[src/hw/aic_pkg.sv]
// Constants, register map and state type of the analog interface controller
// Notes on behaviour
// - All logic runs on the bus clock.
// - Low reset input clears state asynchronously.
// - Five-bit bus address selects the register.
// - Transfers count only while select is high.
// - Second cycle with strobe is access phase.
// - Direction high writes, low reads a register.
// - Narrow bus uses write bits seven to zero.
// - Narrow bus drives only low read byte.
// - Fourteen event sources, each masked individually.
// - Interrupt active level set at build time.
// - Divider keeps config clock at or below ten megahertz.
// - Controller drives all config port signals.
// - Config port writes analog quad settings.
// - Sends control to converter, captures its status.
// - Conversions start only from register writes.
// - Optional queue holds up to 256 results.
package aic_pkg;

  localparam int          SYS_CLK_HZ     = 20_000_000;
  localparam int          CFG_CLK_MAX_HZ = 10_000_000;
  localparam int          CFG_DIV_MIN    = (SYS_CLK_HZ + CFG_CLK_MAX_HZ - 1) / CFG_CLK_MAX_HZ;
  localparam int          CFG_DIV_MAX    = 256;

  localparam int          QUEUE_DEPTH    = 256;
  localparam int          RESULT_W       = 12;
  localparam int          IRQ_W          = 14;

  // Register byte offsets; every register is one aligned 16-bit halfword
  localparam logic [4:0]  OFS_ADC_CTRL    = 5'h00;
  localparam logic [4:0]  OFS_CFG_ADDR    = 5'h02;
  localparam logic [4:0]  OFS_CFG_DATA    = 5'h04;
  localparam logic [4:0]  OFS_RESULT      = 5'h06;
  localparam logic [4:0]  OFS_RESULT_HI   = 5'h08;
  localparam logic [4:0]  OFS_STATUS      = 5'h0a;
  localparam logic [4:0]  OFS_ADC_STATUS  = 5'h0c;
  localparam logic [4:0]  OFS_QUEUE_COUNT = 5'h0e;
  localparam logic [4:0]  OFS_IRQ_STATUS  = 5'h10;
  localparam logic [4:0]  OFS_IRQ_STAT_HI = 5'h12;
  localparam logic [4:0]  OFS_IRQ_MASK    = 5'h14;
  localparam logic [4:0]  OFS_IRQ_MASK_HI = 5'h16;

  // Control register fields
  localparam int          CTRL_START_BIT  = 7;

  // Interrupt event positions
  localparam int          EV_CONV_DONE    = 0;
  localparam int          EV_CFG_DONE     = 1;
  localparam int          EV_QUEUE_FULL   = 2;
  localparam int          EV_QUEUE_OVF    = 3;
  localparam int          EV_QUEUE_UNF    = 4;
  localparam int          EV_START_REFUSE = 5;
  localparam int          EV_ADC_STAT_LO  = 6;

  typedef struct packed {
    logic [15:0]         prdata;
    logic                pready;
    logic [4:0]          chan;
    logic [1:0]          mode;
    logic                adc_start;
    logic                busy;
    logic [7:0]          cfg_addr_buf;
    logic [7:0]          cfg_data_buf;
    logic                cfg_pend;
    logic [7:0]          cfg_addr;
    logic [7:0]          cfg_wdata;
    logic                cfg_wen;
    logic                cfg_clk;
    logic [7:0]          cfg_cnt;
    logic [RESULT_W-1:0] last_result;
    logic [7:0]          q_rd;
    logic [7:0]          q_wr;
    logic [8:0]          q_cnt;
    logic [7:0]          adc_stat;
    logic [IRQ_W-1:0]    irq_stat;
    logic [IRQ_W-1:0]    irq_mask;
    logic                irq;
  } aic_state_t;

endpackage

[src/hw/aic_ctrl.sv]
// APB controller for the analog block: converter control, result queue, config port, interrupt
`timescale 1ns/1ps
`default_nettype none

module aic_ctrl #(
  parameter bit WIDE_BUS_SELECT      = 1'b1,
  parameter bit IRQ_POLARITY_LOW     = 1'b0,
  parameter bit RESULT_QUEUE_OPTION  = 1'b1,
  parameter int CONFIG_CLOCK_DIVISOR = 2
) (
  input  wire logic                          clk_sys_i,
  input  wire logic                          rst_n_i,
  // APB slave
  input  wire logic [4:0]                    paddr_i,
  input  wire logic                          psel_i,
  input  wire logic                          penable_i,
  input  wire logic                          pwrite_i,
  input  wire logic [15:0]                   pwdata_i,
  output logic      [15:0]                   prdata_o,
  output logic                               pready_o,
  output logic                               irq_o,
  // Converter side
  output logic                               adc_start_o,
  output logic      [4:0]                    adc_channel_o,
  output logic      [1:0]                    adc_mode_o,
  input  wire logic                          adc_busy_i,
  input  wire logic                          adc_done_i,
  input  wire logic [aic_pkg::RESULT_W-1:0]  adc_result_i,
  input  wire logic [7:0]                    adc_status_i,
  // Analog configuration port
  output logic                               cfg_clk_o,
  output logic      [7:0]                    cfg_addr_o,
  output logic      [7:0]                    cfg_wdata_o,
  output logic                               cfg_wen_o
);
  import aic_pkg::*;

  // A divisor below the minimum would push the config clock past its limit
  localparam int         DIV_EFF  = (CONFIG_CLOCK_DIVISOR < CFG_DIV_MIN) ? CFG_DIV_MIN :
                                    (CONFIG_CLOCK_DIVISOR > CFG_DIV_MAX) ? CFG_DIV_MAX :
                                    CONFIG_CLOCK_DIVISOR;
  localparam logic [7:0] DIV_LAST = 8'(DIV_EFF - 1);
  localparam logic [7:0] DIV_HALF = 8'(DIV_EFF / 2);
  localparam logic       IRQ_IDLE = IRQ_POLARITY_LOW;

  localparam aic_state_t ST_RST = '{pready: 1'b1, irq: IRQ_IDLE, cfg_clk: 1'b1, default: '0};

  aic_state_t            q;
  aic_state_t            d;

  logic [RESULT_W-1:0]   q_mem [0:QUEUE_DEPTH-1];
  logic [RESULT_W-1:0]   head;
  logic [15:0]           wdat;
  logic [15:0]           rdata;
  logic [IRQ_W-1:0]      ev;
  logic [IRQ_W-1:0]      clr;
  logic                  setup;
  logic                  access;
  logic                  wr_acc;
  logic                  rd_acc;
  logic                  push;
  logic                  pop;
  logic                  q_empty;
  logic                  q_full;
  logic                  fall_en;

  // Narrow mode keeps only the low byte, in both directions
  function automatic logic [15:0] bus_fit(input logic [15:0] v);
    bus_fit = WIDE_BUS_SELECT ? v : {8'h00, v[7:0]};
  endfunction

  function automatic logic [15:0] zext14(input logic [IRQ_W-1:0] v);
    zext14 = {2'b00, v};
  endfunction

  // Queue pointers wrap on their own at the queue depth
  function automatic logic [7:0] ptr_next(input logic [7:0] p);
    ptr_next = p + 8'h01;
  endfunction

  assign q_empty = (q.q_cnt == 9'h000);
  assign q_full  = (q.q_cnt == 9'(QUEUE_DEPTH));

  // Empty queue reads zero rather than a stale slot
  always_comb begin
    if (RESULT_QUEUE_OPTION) begin
      head = q_empty ? '0 : q_mem[q.q_rd];
    end else begin
      head = q.last_result;
    end
  end

  always_comb begin
    rdata = 16'h0000;
    case (paddr_i)
      OFS_ADC_CTRL: begin
        rdata = {9'h000, q.mode, q.chan};
      end
      OFS_CFG_ADDR: begin
        rdata = {8'h00, q.cfg_addr_buf};
      end
      OFS_CFG_DATA: begin
        rdata = {8'h00, q.cfg_data_buf};
      end
      OFS_RESULT: begin
        rdata = {4'h0, head};
      end
      OFS_RESULT_HI: begin
        rdata = {12'h000, head[RESULT_W-1:8]};
      end
      OFS_STATUS: begin
        rdata = {12'h000, q.cfg_pend | q.cfg_wen, q_full, q_empty, q.busy};
      end
      OFS_ADC_STATUS: begin
        rdata = {8'h00, q.adc_stat};
      end
      OFS_QUEUE_COUNT: begin
        rdata = {7'h00, q.q_cnt};
      end
      OFS_IRQ_STATUS: begin
        rdata = zext14(q.irq_stat);
      end
      OFS_IRQ_STAT_HI: begin
        rdata = {10'h000, q.irq_stat[IRQ_W-1:8]};
      end
      OFS_IRQ_MASK: begin
        rdata = zext14(q.irq_mask);
      end
      OFS_IRQ_MASK_HI: begin
        rdata = {10'h000, q.irq_mask[IRQ_W-1:8]};
      end
      default: begin
        rdata = 16'h0000;
      end
    endcase
  end

  always_comb begin
    d      = q;
    ev     = '0;
    clr    = '0;
    push   = 1'b0;
    pop    = 1'b0;
    setup  = psel_i & ~penable_i;
    access = psel_i & penable_i;
    wr_acc = access & pwrite_i;
    rd_acc = access & ~pwrite_i;
    wdat   = bus_fit(pwdata_i);

    d.adc_start = 1'b0;
    d.pready    = 1'b1;

    // Read data is sampled in the setup cycle so the access phase needs no wait state
    if (setup & ~pwrite_i) begin
      d.prdata = bus_fit(rdata);
    end

    // Config port clock: high for the first half of each divider period
    if (q.cfg_cnt == DIV_LAST) begin
      d.cfg_cnt = 8'h00;
    end else begin
      d.cfg_cnt = q.cfg_cnt + 8'h01;
    end
    d.cfg_clk = (d.cfg_cnt < DIV_HALF);
    fall_en   = (d.cfg_cnt == DIV_HALF);

    // Port signals change only on the falling config edge, so each is stable at the rising one
    if (fall_en) begin
      if (q.cfg_wen) begin
        d.cfg_wen = 1'b0;
        ev[EV_CFG_DONE] = 1'b1;
      end else if (q.cfg_pend) begin
        d.cfg_wen   = 1'b1;
        d.cfg_addr  = q.cfg_addr_buf;
        d.cfg_wdata = q.cfg_data_buf;
        d.cfg_pend  = 1'b0;
      end
    end

    if (wr_acc) begin
      case (paddr_i)
        OFS_ADC_CTRL: begin
          d.chan = wdat[4:0];
          d.mode = wdat[6:5];
          if (wdat[CTRL_START_BIT]) begin
            if (q.busy | adc_busy_i) begin
              ev[EV_START_REFUSE] = 1'b1;
            end else begin
              d.adc_start = 1'b1;
              d.busy      = 1'b1;
            end
          end
        end
        OFS_CFG_ADDR: begin
          d.cfg_addr_buf = wdat[7:0];
        end
        OFS_CFG_DATA: begin
          // A second write before launch replaces the pending byte
          d.cfg_data_buf = wdat[7:0];
          d.cfg_pend     = 1'b1;
        end
        OFS_IRQ_STATUS: begin
          clr = wdat[IRQ_W-1:0];
        end
        OFS_IRQ_STAT_HI: begin
          clr[IRQ_W-1:8] = wdat[IRQ_W-9:0];
        end
        OFS_IRQ_MASK: begin
          if (WIDE_BUS_SELECT) begin
            d.irq_mask = wdat[IRQ_W-1:0];
          end else begin
            d.irq_mask[7:0] = wdat[7:0];
          end
        end
        OFS_IRQ_MASK_HI: begin
          d.irq_mask[IRQ_W-1:8] = wdat[IRQ_W-9:0];
        end
        default: begin
        end
      endcase
    end

    // Reading the result word consumes one queue entry
    if (rd_acc && (paddr_i == OFS_RESULT) && RESULT_QUEUE_OPTION) begin
      if (q_empty) begin
        ev[EV_QUEUE_UNF] = 1'b1;
      end else begin
        pop    = 1'b1;
        d.q_rd = ptr_next(q.q_rd);
      end
    end

    if (adc_done_i) begin
      d.busy = 1'b0;
      ev[EV_CONV_DONE] = 1'b1;
      if (RESULT_QUEUE_OPTION) begin
        if (q_full && !pop) begin
          ev[EV_QUEUE_OVF] = 1'b1;
        end else begin
          push   = 1'b1;
          d.q_wr = ptr_next(q.q_wr);
        end
      end else begin
        d.last_result = adc_result_i;
      end
    end

    d.q_cnt = q.q_cnt + 9'(push) - 9'(pop);
    if (push && !pop && (q.q_cnt == 9'(QUEUE_DEPTH - 1))) begin
      ev[EV_QUEUE_FULL] = 1'b1;
    end

    // Rising edges of the returned converter status are events of their own
    d.adc_stat = adc_status_i;
    ev[IRQ_W-1:EV_ADC_STAT_LO] = adc_status_i & ~q.adc_stat;

    // A new event in the cycle of its clear stays set
    d.irq_stat = (q.irq_stat & ~clr) | ev;
    d.irq      = (|(d.irq_stat & d.irq_mask)) ^ IRQ_POLARITY_LOW;
  end

  always_ff @(posedge clk_sys_i or negedge rst_n_i) begin
    if (!rst_n_i) begin
      q <= ST_RST;
    end else begin
      q <= d;
    end
  end

  // Queue storage carries no reset; occupancy is tracked by the entry count
  always_ff @(posedge clk_sys_i) begin
    if (push) begin
      q_mem[q.q_wr] <= adc_result_i;
    end
  end

  assign prdata_o      = q.prdata;
  assign pready_o      = q.pready;
  assign irq_o         = q.irq;
  assign adc_start_o   = q.adc_start;
  assign adc_channel_o = q.chan;
  assign adc_mode_o    = q.mode;
  assign cfg_clk_o     = q.cfg_clk;
  assign cfg_addr_o    = q.cfg_addr;
  assign cfg_wdata_o   = q.cfg_wdata;
  assign cfg_wen_o     = q.cfg_wen;

endmodule

`default_nettype wire

[config.mk]
export PLATFORM = sky130hd
export DESIGN_NAME = aic_ctrl
export DESIGN_NICKNAME = d
export VERILOG_FILES = /design/src/hw/aic_pkg.sv /design/src/hw/aic_ctrl.sv
export SDC_FILE = /design/constraint.sdc
export NUM_CORES = 2
export LEC_CHECK = 0
export BUFFER_PORTS_ARGS = -buffer_cell sky130_fd_sc_hd__buf_4
export CAP_MARGIN = 20
export CELL_PAD_IN_SITES_DETAIL_PLACEMENT = 0
export CELL_PAD_IN_SITES_GLOBAL_PLACEMENT = 2
export CORE_UTILIZATION = 47
export CTS_BUF_LIST = sky130_fd_sc_hd__clkbuf_4
export DETAILED_ROUTE_END_ITERATION = 12
export PLACE_DENSITY_LB_ADDON = 0.1
export SETUP_SLACK_MARGIN = 0.02
export SLEW_MARGIN = 20
export SYNTH_ARGS = -nofsm -noshare
export SYNTH_HDL_FRONTEND = slang
export SYNTH_SLANG_ARGS = --single-unit
[constraint.sdc]
create_clock -name clk_sys_i -period 3.2 [get_ports clk_sys_i]
set_input_delay 0.48 -clock clk_sys_i [delete_from_list [all_inputs] [get_ports clk_sys_i]]
set_output_delay 0.48 -clock clk_sys_i [all_outputs]
set_load 0.02 [all_outputs]
* After elaboration in Yosys (flattened, before gate mapping) *
Memory sizes are Yosys's and may differ from the RTL's.
Index checks and enable logic that the tools add are counted.

storage, ports and cells
  flip-flop bits (word level) = 130
  RAM bits = 3072
  bits in latches = 0
  memories kept = 1
  ROM bits = 0
  output and inout port bits = 44
  word-level logic and storage cells = 117

memory list
  memory  words  bits a word  read ports  clocked after memory_dff  write ports  RTL line        source
  q_mem   256    12           1           0                         1            aic_ctrl.sv:51  logic [RESULT_W-1:0] q_mem [0:QUEUE_DEPTH-1];

cells by class
  div/mod/pow operators = 0
  add/sub/neg operators = 5
  reduce and logical (&&, ||, !) cells = 18
  bitwise logic cells = 18
  shift-type cells = 0
  $lt $le $gt $ge = 1
  equality and inequality tests = 16
  $mul = 0
  muxes and demuxes = 38

operator list
  operator                                              number
  one-hot mux 14 bit (12 select lines)                  1
  2-to-1 mux 17 bit                                     2
  2-to-1 mux 8 bit                                      4
  bitwise AND 14 bit                                    2
  2-to-1 mux 14 bit                                     2
  adder 8 x 1 -> 8 bit (second input constant)          3
  one-hot mux 6 bit (2 select lines)                    2
  equality test 5 x 4 -> 1 bit (second input constant)  4
  equality test 5 bit (second input constant)           4
  2-to-1 mux 1 bit                                      20
  2-to-1 mux 19 bit                                     1
  2-to-1 mux 18 bit                                     1
  equality test 8 x 1 -> 1 bit (second input constant)  2
  inverter 14 bit                                       1
  bitwise OR 14 bit                                     1
  OR reduction 14 bit                                   1
  2-to-1 mux 12 bit                                     1
  equality test 5 x 3 -> 1 bit (second input constant)  2
  AND reduction 2 bit                                   5
  adder 9 x 1 -> 9 bit                                  1
  equality test 9 x 8 -> 1 bit (second input constant)  1
  equality test 9 bit (second input constant)           1
  logical NOT 9 bit                                     1
  2-to-1 mux 9 bit                                      1
  other kinds (16)                                      32

* Depth between registers and ports, before layout *
  word-level depth = 14
  gate-level depth with buffers = 19

* Worst setup path before layout *
No wires, ideal clock.

  path kind = input to register
  start point = input port paddr_i[0]
  end point = register q[45] (netlist bit)
  data arrival time = 3.621 ns
  path slack = -0.546 ns
  library setup time = 0.125 ns
  cell stages on the path = 18
  cells stage by stage = or3b_2 -> buf_2 -> nor3_1 -> nor2b_1 -> clkbuf_1 -> ha_1 -> inv_1 -> ha_1 -> inv_1 -> fa_1 -> nand2b_1 -> a21oi_1 -> o21ai_0 -> a21oi_1 -> o21ai_0 -> a21oi_1 -> nor2_1 -> xnor2_1

RTL lines
  item                    RTL line         source
  start: declaration      aic_ctrl.sv:14   input wire logic [4:0] paddr_i,
  end signal: assignment  aic_ctrl.sv:264  q <= ST_RST;
  end signal: assignment  aic_ctrl.sv:266  q <= d;
  end: declaration        aic_ctrl.sv:48   aic_state_t q;

* Worst setup path in the final report *
  start point = register q[54] (netlist bit)
  end point = register q (netlist bit prdata_o[6])

on the way
  word-level cells in the longest chain between the ends = 3

RTL lines
  item                                  RTL line        source
  memory (256 x 12 bit)                 n/a
  2-to-1 mux 12 bit                     aic_ctrl.sv:87  head = q_empty ? '0 : q_mem[q.q_rd];
  one-hot mux 14 bit (12 select lines)  aic_ctrl.sv:95  case (paddr_i)

Every way passes these cells.
A chain may end at the register's enable or synchronous reset.

==> results.cfg <==
[worst_hold_path]
holdCritStartpoint = adc_result_i[5]
hold_end = q_mem[229][5]$_DFFE_PP_
min_path_type = in -> reg
whs_path_depth = 2

[cts]
root_buffer = clkbuf_4
cts_tree = yes
cts_max_path_buffers = 4
path_clk_slew_ps = 70
cts_sinks = 3200
h-tree-depth = 6
numCtsBuffers = 813
clk_latency_ps = 1670

[worst_setup_path]
cp-end-kind = flop
start_kind = flop
rr_worst_depth = 11
r2r_start = q[54]$_DFFE_PN0P_
path_max_fanout = 16
critPathKind = reg -> reg
r2r-end = prdata_o[6]$_DFFE_PN0P_
r2r_setup_slack_ps = -290
crit_required_ps = 4710
cp_data_arrival_time_ps = 5000

[sta]
tightest_slew_ps = 1080
period_share_pct = 109
setup_violations = 12
relSlewSlack_pct = 28.1
layout_min_cycle_time_ps = 3490
fmax_mhz = 286
skew_ps = 168
hold_viol = 0
slew_viol_final = 0
worst_slack_ps = -293
grt_setup_unrepaired = yes

[global_routing]
grt_max_degree = 115
grt.overflow.total = 0
grt_usage_pct = 29.9
grt_first_pass_wirelength_mm = 559
grt_pass1_vias = 72400
grt_antenna_before_repair = 31

[floorplanning]
die-area_mm2 = 0.270
fp.dieH_um = 520
start_util_pct = 47.4
die_x_um = 520
rows = 189
ios = 92
core_mm2 = 0.266

[layout]
utilization_pct = 57.9
nets = 8029
area_growth_syn_to_layout_pct = 22.3
drive_gt1_share_pct = 38.8

[logic_synthesis]
yosysMostFrequentCell = edfxtp_1
synth_area_leaders = edfxtp_1, mux4_2, mux2i_1
ys_seq_elements = 3200
yosysWarnings = 0
synth_edf_count = 3072
synth_top_area_cell = edfxtp_1
synthCells = 6232
synth_top_area_share_pct = 73.3
ys.flop_type = edfxtp_1
ys_types = 82
synthTopCellsByCount = edfxtp_1, mux4_2, mux2i_1
ys_seq_area_share_pct = 75.8
postSynthAreaPerCell_um2 = 20.2
syn-cell-area_mm2 = 0.126
synth-async-reset-ratio_pct = 4.00

[route]
drt-wirelength-per-cell_um = 33.3
via_per_inst = 5.93
ant_nets = 0
via_count = 71800
route.detailed.drc = 0
wl_mm = 404
first_pass_iters = 5
drt_iter0_markers = 7951

[place]
place_congestion = 0.875
pre_cts_slack_ps = -1020
port-buffer-count = 86
hpwlAfterDp_mm = 257

[run_status]
violations = setup timing
status = finished with violations

[pwr]
p_per_area_mw_per_mm2 = 591
ir_worst_vdd_mv = 0.337
p_leak_uw = 0.0510

[run]
timing.max_cap.violations = 0
[how the worst max path moves through the flow]
stage,slack [ps],start,to,cells after the start
floorplan,30,paddr_i[0],q[45]$_DFF_PN0_,18
global placement,-1010,q[54]$_DFFE_PN0P_,prdata_o[11]$_DFFE_PN0P_,15
global route,-340,q[54]$_DFFE_PN0P_,prdata_o[0]$_DFFE_PN0P_,13
CTS,-260,q[54]$_DFFE_PN0P_,prdata_o[0]$_DFFE_PN0P_,14
finish,-290,q[54]$_DFFE_PN0P_,prdata_o[6]$_DFFE_PN0P_,11
detailed placement,-1020,q[54]$_DFFE_PN0P_,prdata_o[11]$_DFFE_PN0P_,15
[worst max-delay path, stage by stage (launching register included)]
cell	delay, ps
dfrtp_4	450
buf_12	170
buf_4	150
clkbuf_16	150
buf_12	180
mux4_2	550
o22ai_2	210
nor2_2	90
mux4_2	630
a31oi_4	290
a21bo_1	230
a221o_1	310
[per-layer routing]
layer | global-route usage (%) | vias to the layer above | wire (µm)
met4 | 10.5 | 10 | 13600
met5 | 0 | - | 77
met2 | 47.3 | 3457 | 192000
met1 | 41.1 | 37800 | 162000
li1 | - | 29900 | -
met3 | 6.68 | 617 | 35800
[cell usage in the layout, fill, tap and decap left out, types with 11 or more instances in the layout]
cell type,n
clkinv_2,20
nand2_1,140
o21ai_0,83
ha_1,20
a211oi_1,19
o21ai_1,13
clkbuf_4,1175
inv_1,28
mux4_2,634
o221ai_1,143
buf_4,812
dfrtp_1,119
a21oi_1,116
o221ai_2,11
inv_6,20
nand2_2,18
buf_16,24
dlygate4sd3_1,101
edfxtp_1,3072
buf_6,30
nand2b_1,17
a221oi_1,14
buf_12,321
nor2b_1,17
buf_8,12
mux2i_1,398
clkinv_1,183
mux2_2,85
nor2_1,340
xnor2_1,21
nor3_1,41
nand4_1,17
o22ai_1,99
a22oi_1,41
nand3_1,38
[metrics by stage]
stage               instance area [µm²]  power [µW]  TNS (ps)  cells  hold slack [ps]
floorplan                        126000       52500         0   6233              184
global placement                 141000       56500   -118340  10500              477
detailed placement               141000       56600   -117520  10500              479
CTS                              153000       91300     -1910  12100         0.000999
global route                     154000       94200     -2480  12100              106
finish                           154000       90900     -1990  12100              103
[report_power, final]
part	internal, µW	total (µW)	switching [µW]
sequential	46400	46700	291
combinational	4470	9890	5420
clock	17500	34300	16800
total	68400	90900	22500
[logic make-up (layout without fill, tap and decap cells)]
group / count (synthesis) / in the layout / share of synthesized area [%]
AO/OA/AOI/OAI: 693 / 693 / 3.81
XOR/XNOR: 30 / 30 / 0.209
adder cells (fa/ha/maj): 24 / 24 / 0.244
buffers and inverters: 440 / 2784 / 2.08
flip-flops: 3200 / 3200 / 75.8
multiplexers: 1119 / 1119 / 15.3
other: 2 / 10 / 0.00596
AND/OR/NAND/NOR: 724 / 724 / 2.55
[state kept, by name, indices dropped and copies added (netlist names)]
| name | count |
|---|---|
| adc_channel_o | 5 |
| prdata_o | 14 |
| adc_mode_o | 2 |
| adc_start_o | 1 |
| q_mem | 3072 |
| cfg_wen_o | 1 |
| q | 87 |
| cfg_wdata_o | 8 |
| irq_o | 1 |
| cfg_clk_o | 1 |
| cfg_addr_o | 8 |
[timing repair]
item / in CTS / in global routing
resized for setup: 101 / 121
pin swaps: 17 / 44
cloned: 8 / 3
hold buffers: 111 / 0
endpoints found under the setup margin: 391 / 66
hold endpoints to repair: 3296 / 0
buffers inserted: 16 / 51
[area by class of cell]
type	count	area [µm²]
clock inverter	260	1470
clock buffer	1175	8820
multi-input combinational	2593	28600
antenna	7	17.5
timing repair buffer	1313	15000
tap	3533	4420
sequential	3200	95500
fill	20500	112000
inverter	36	150
(Power assumes the default switching activity.)
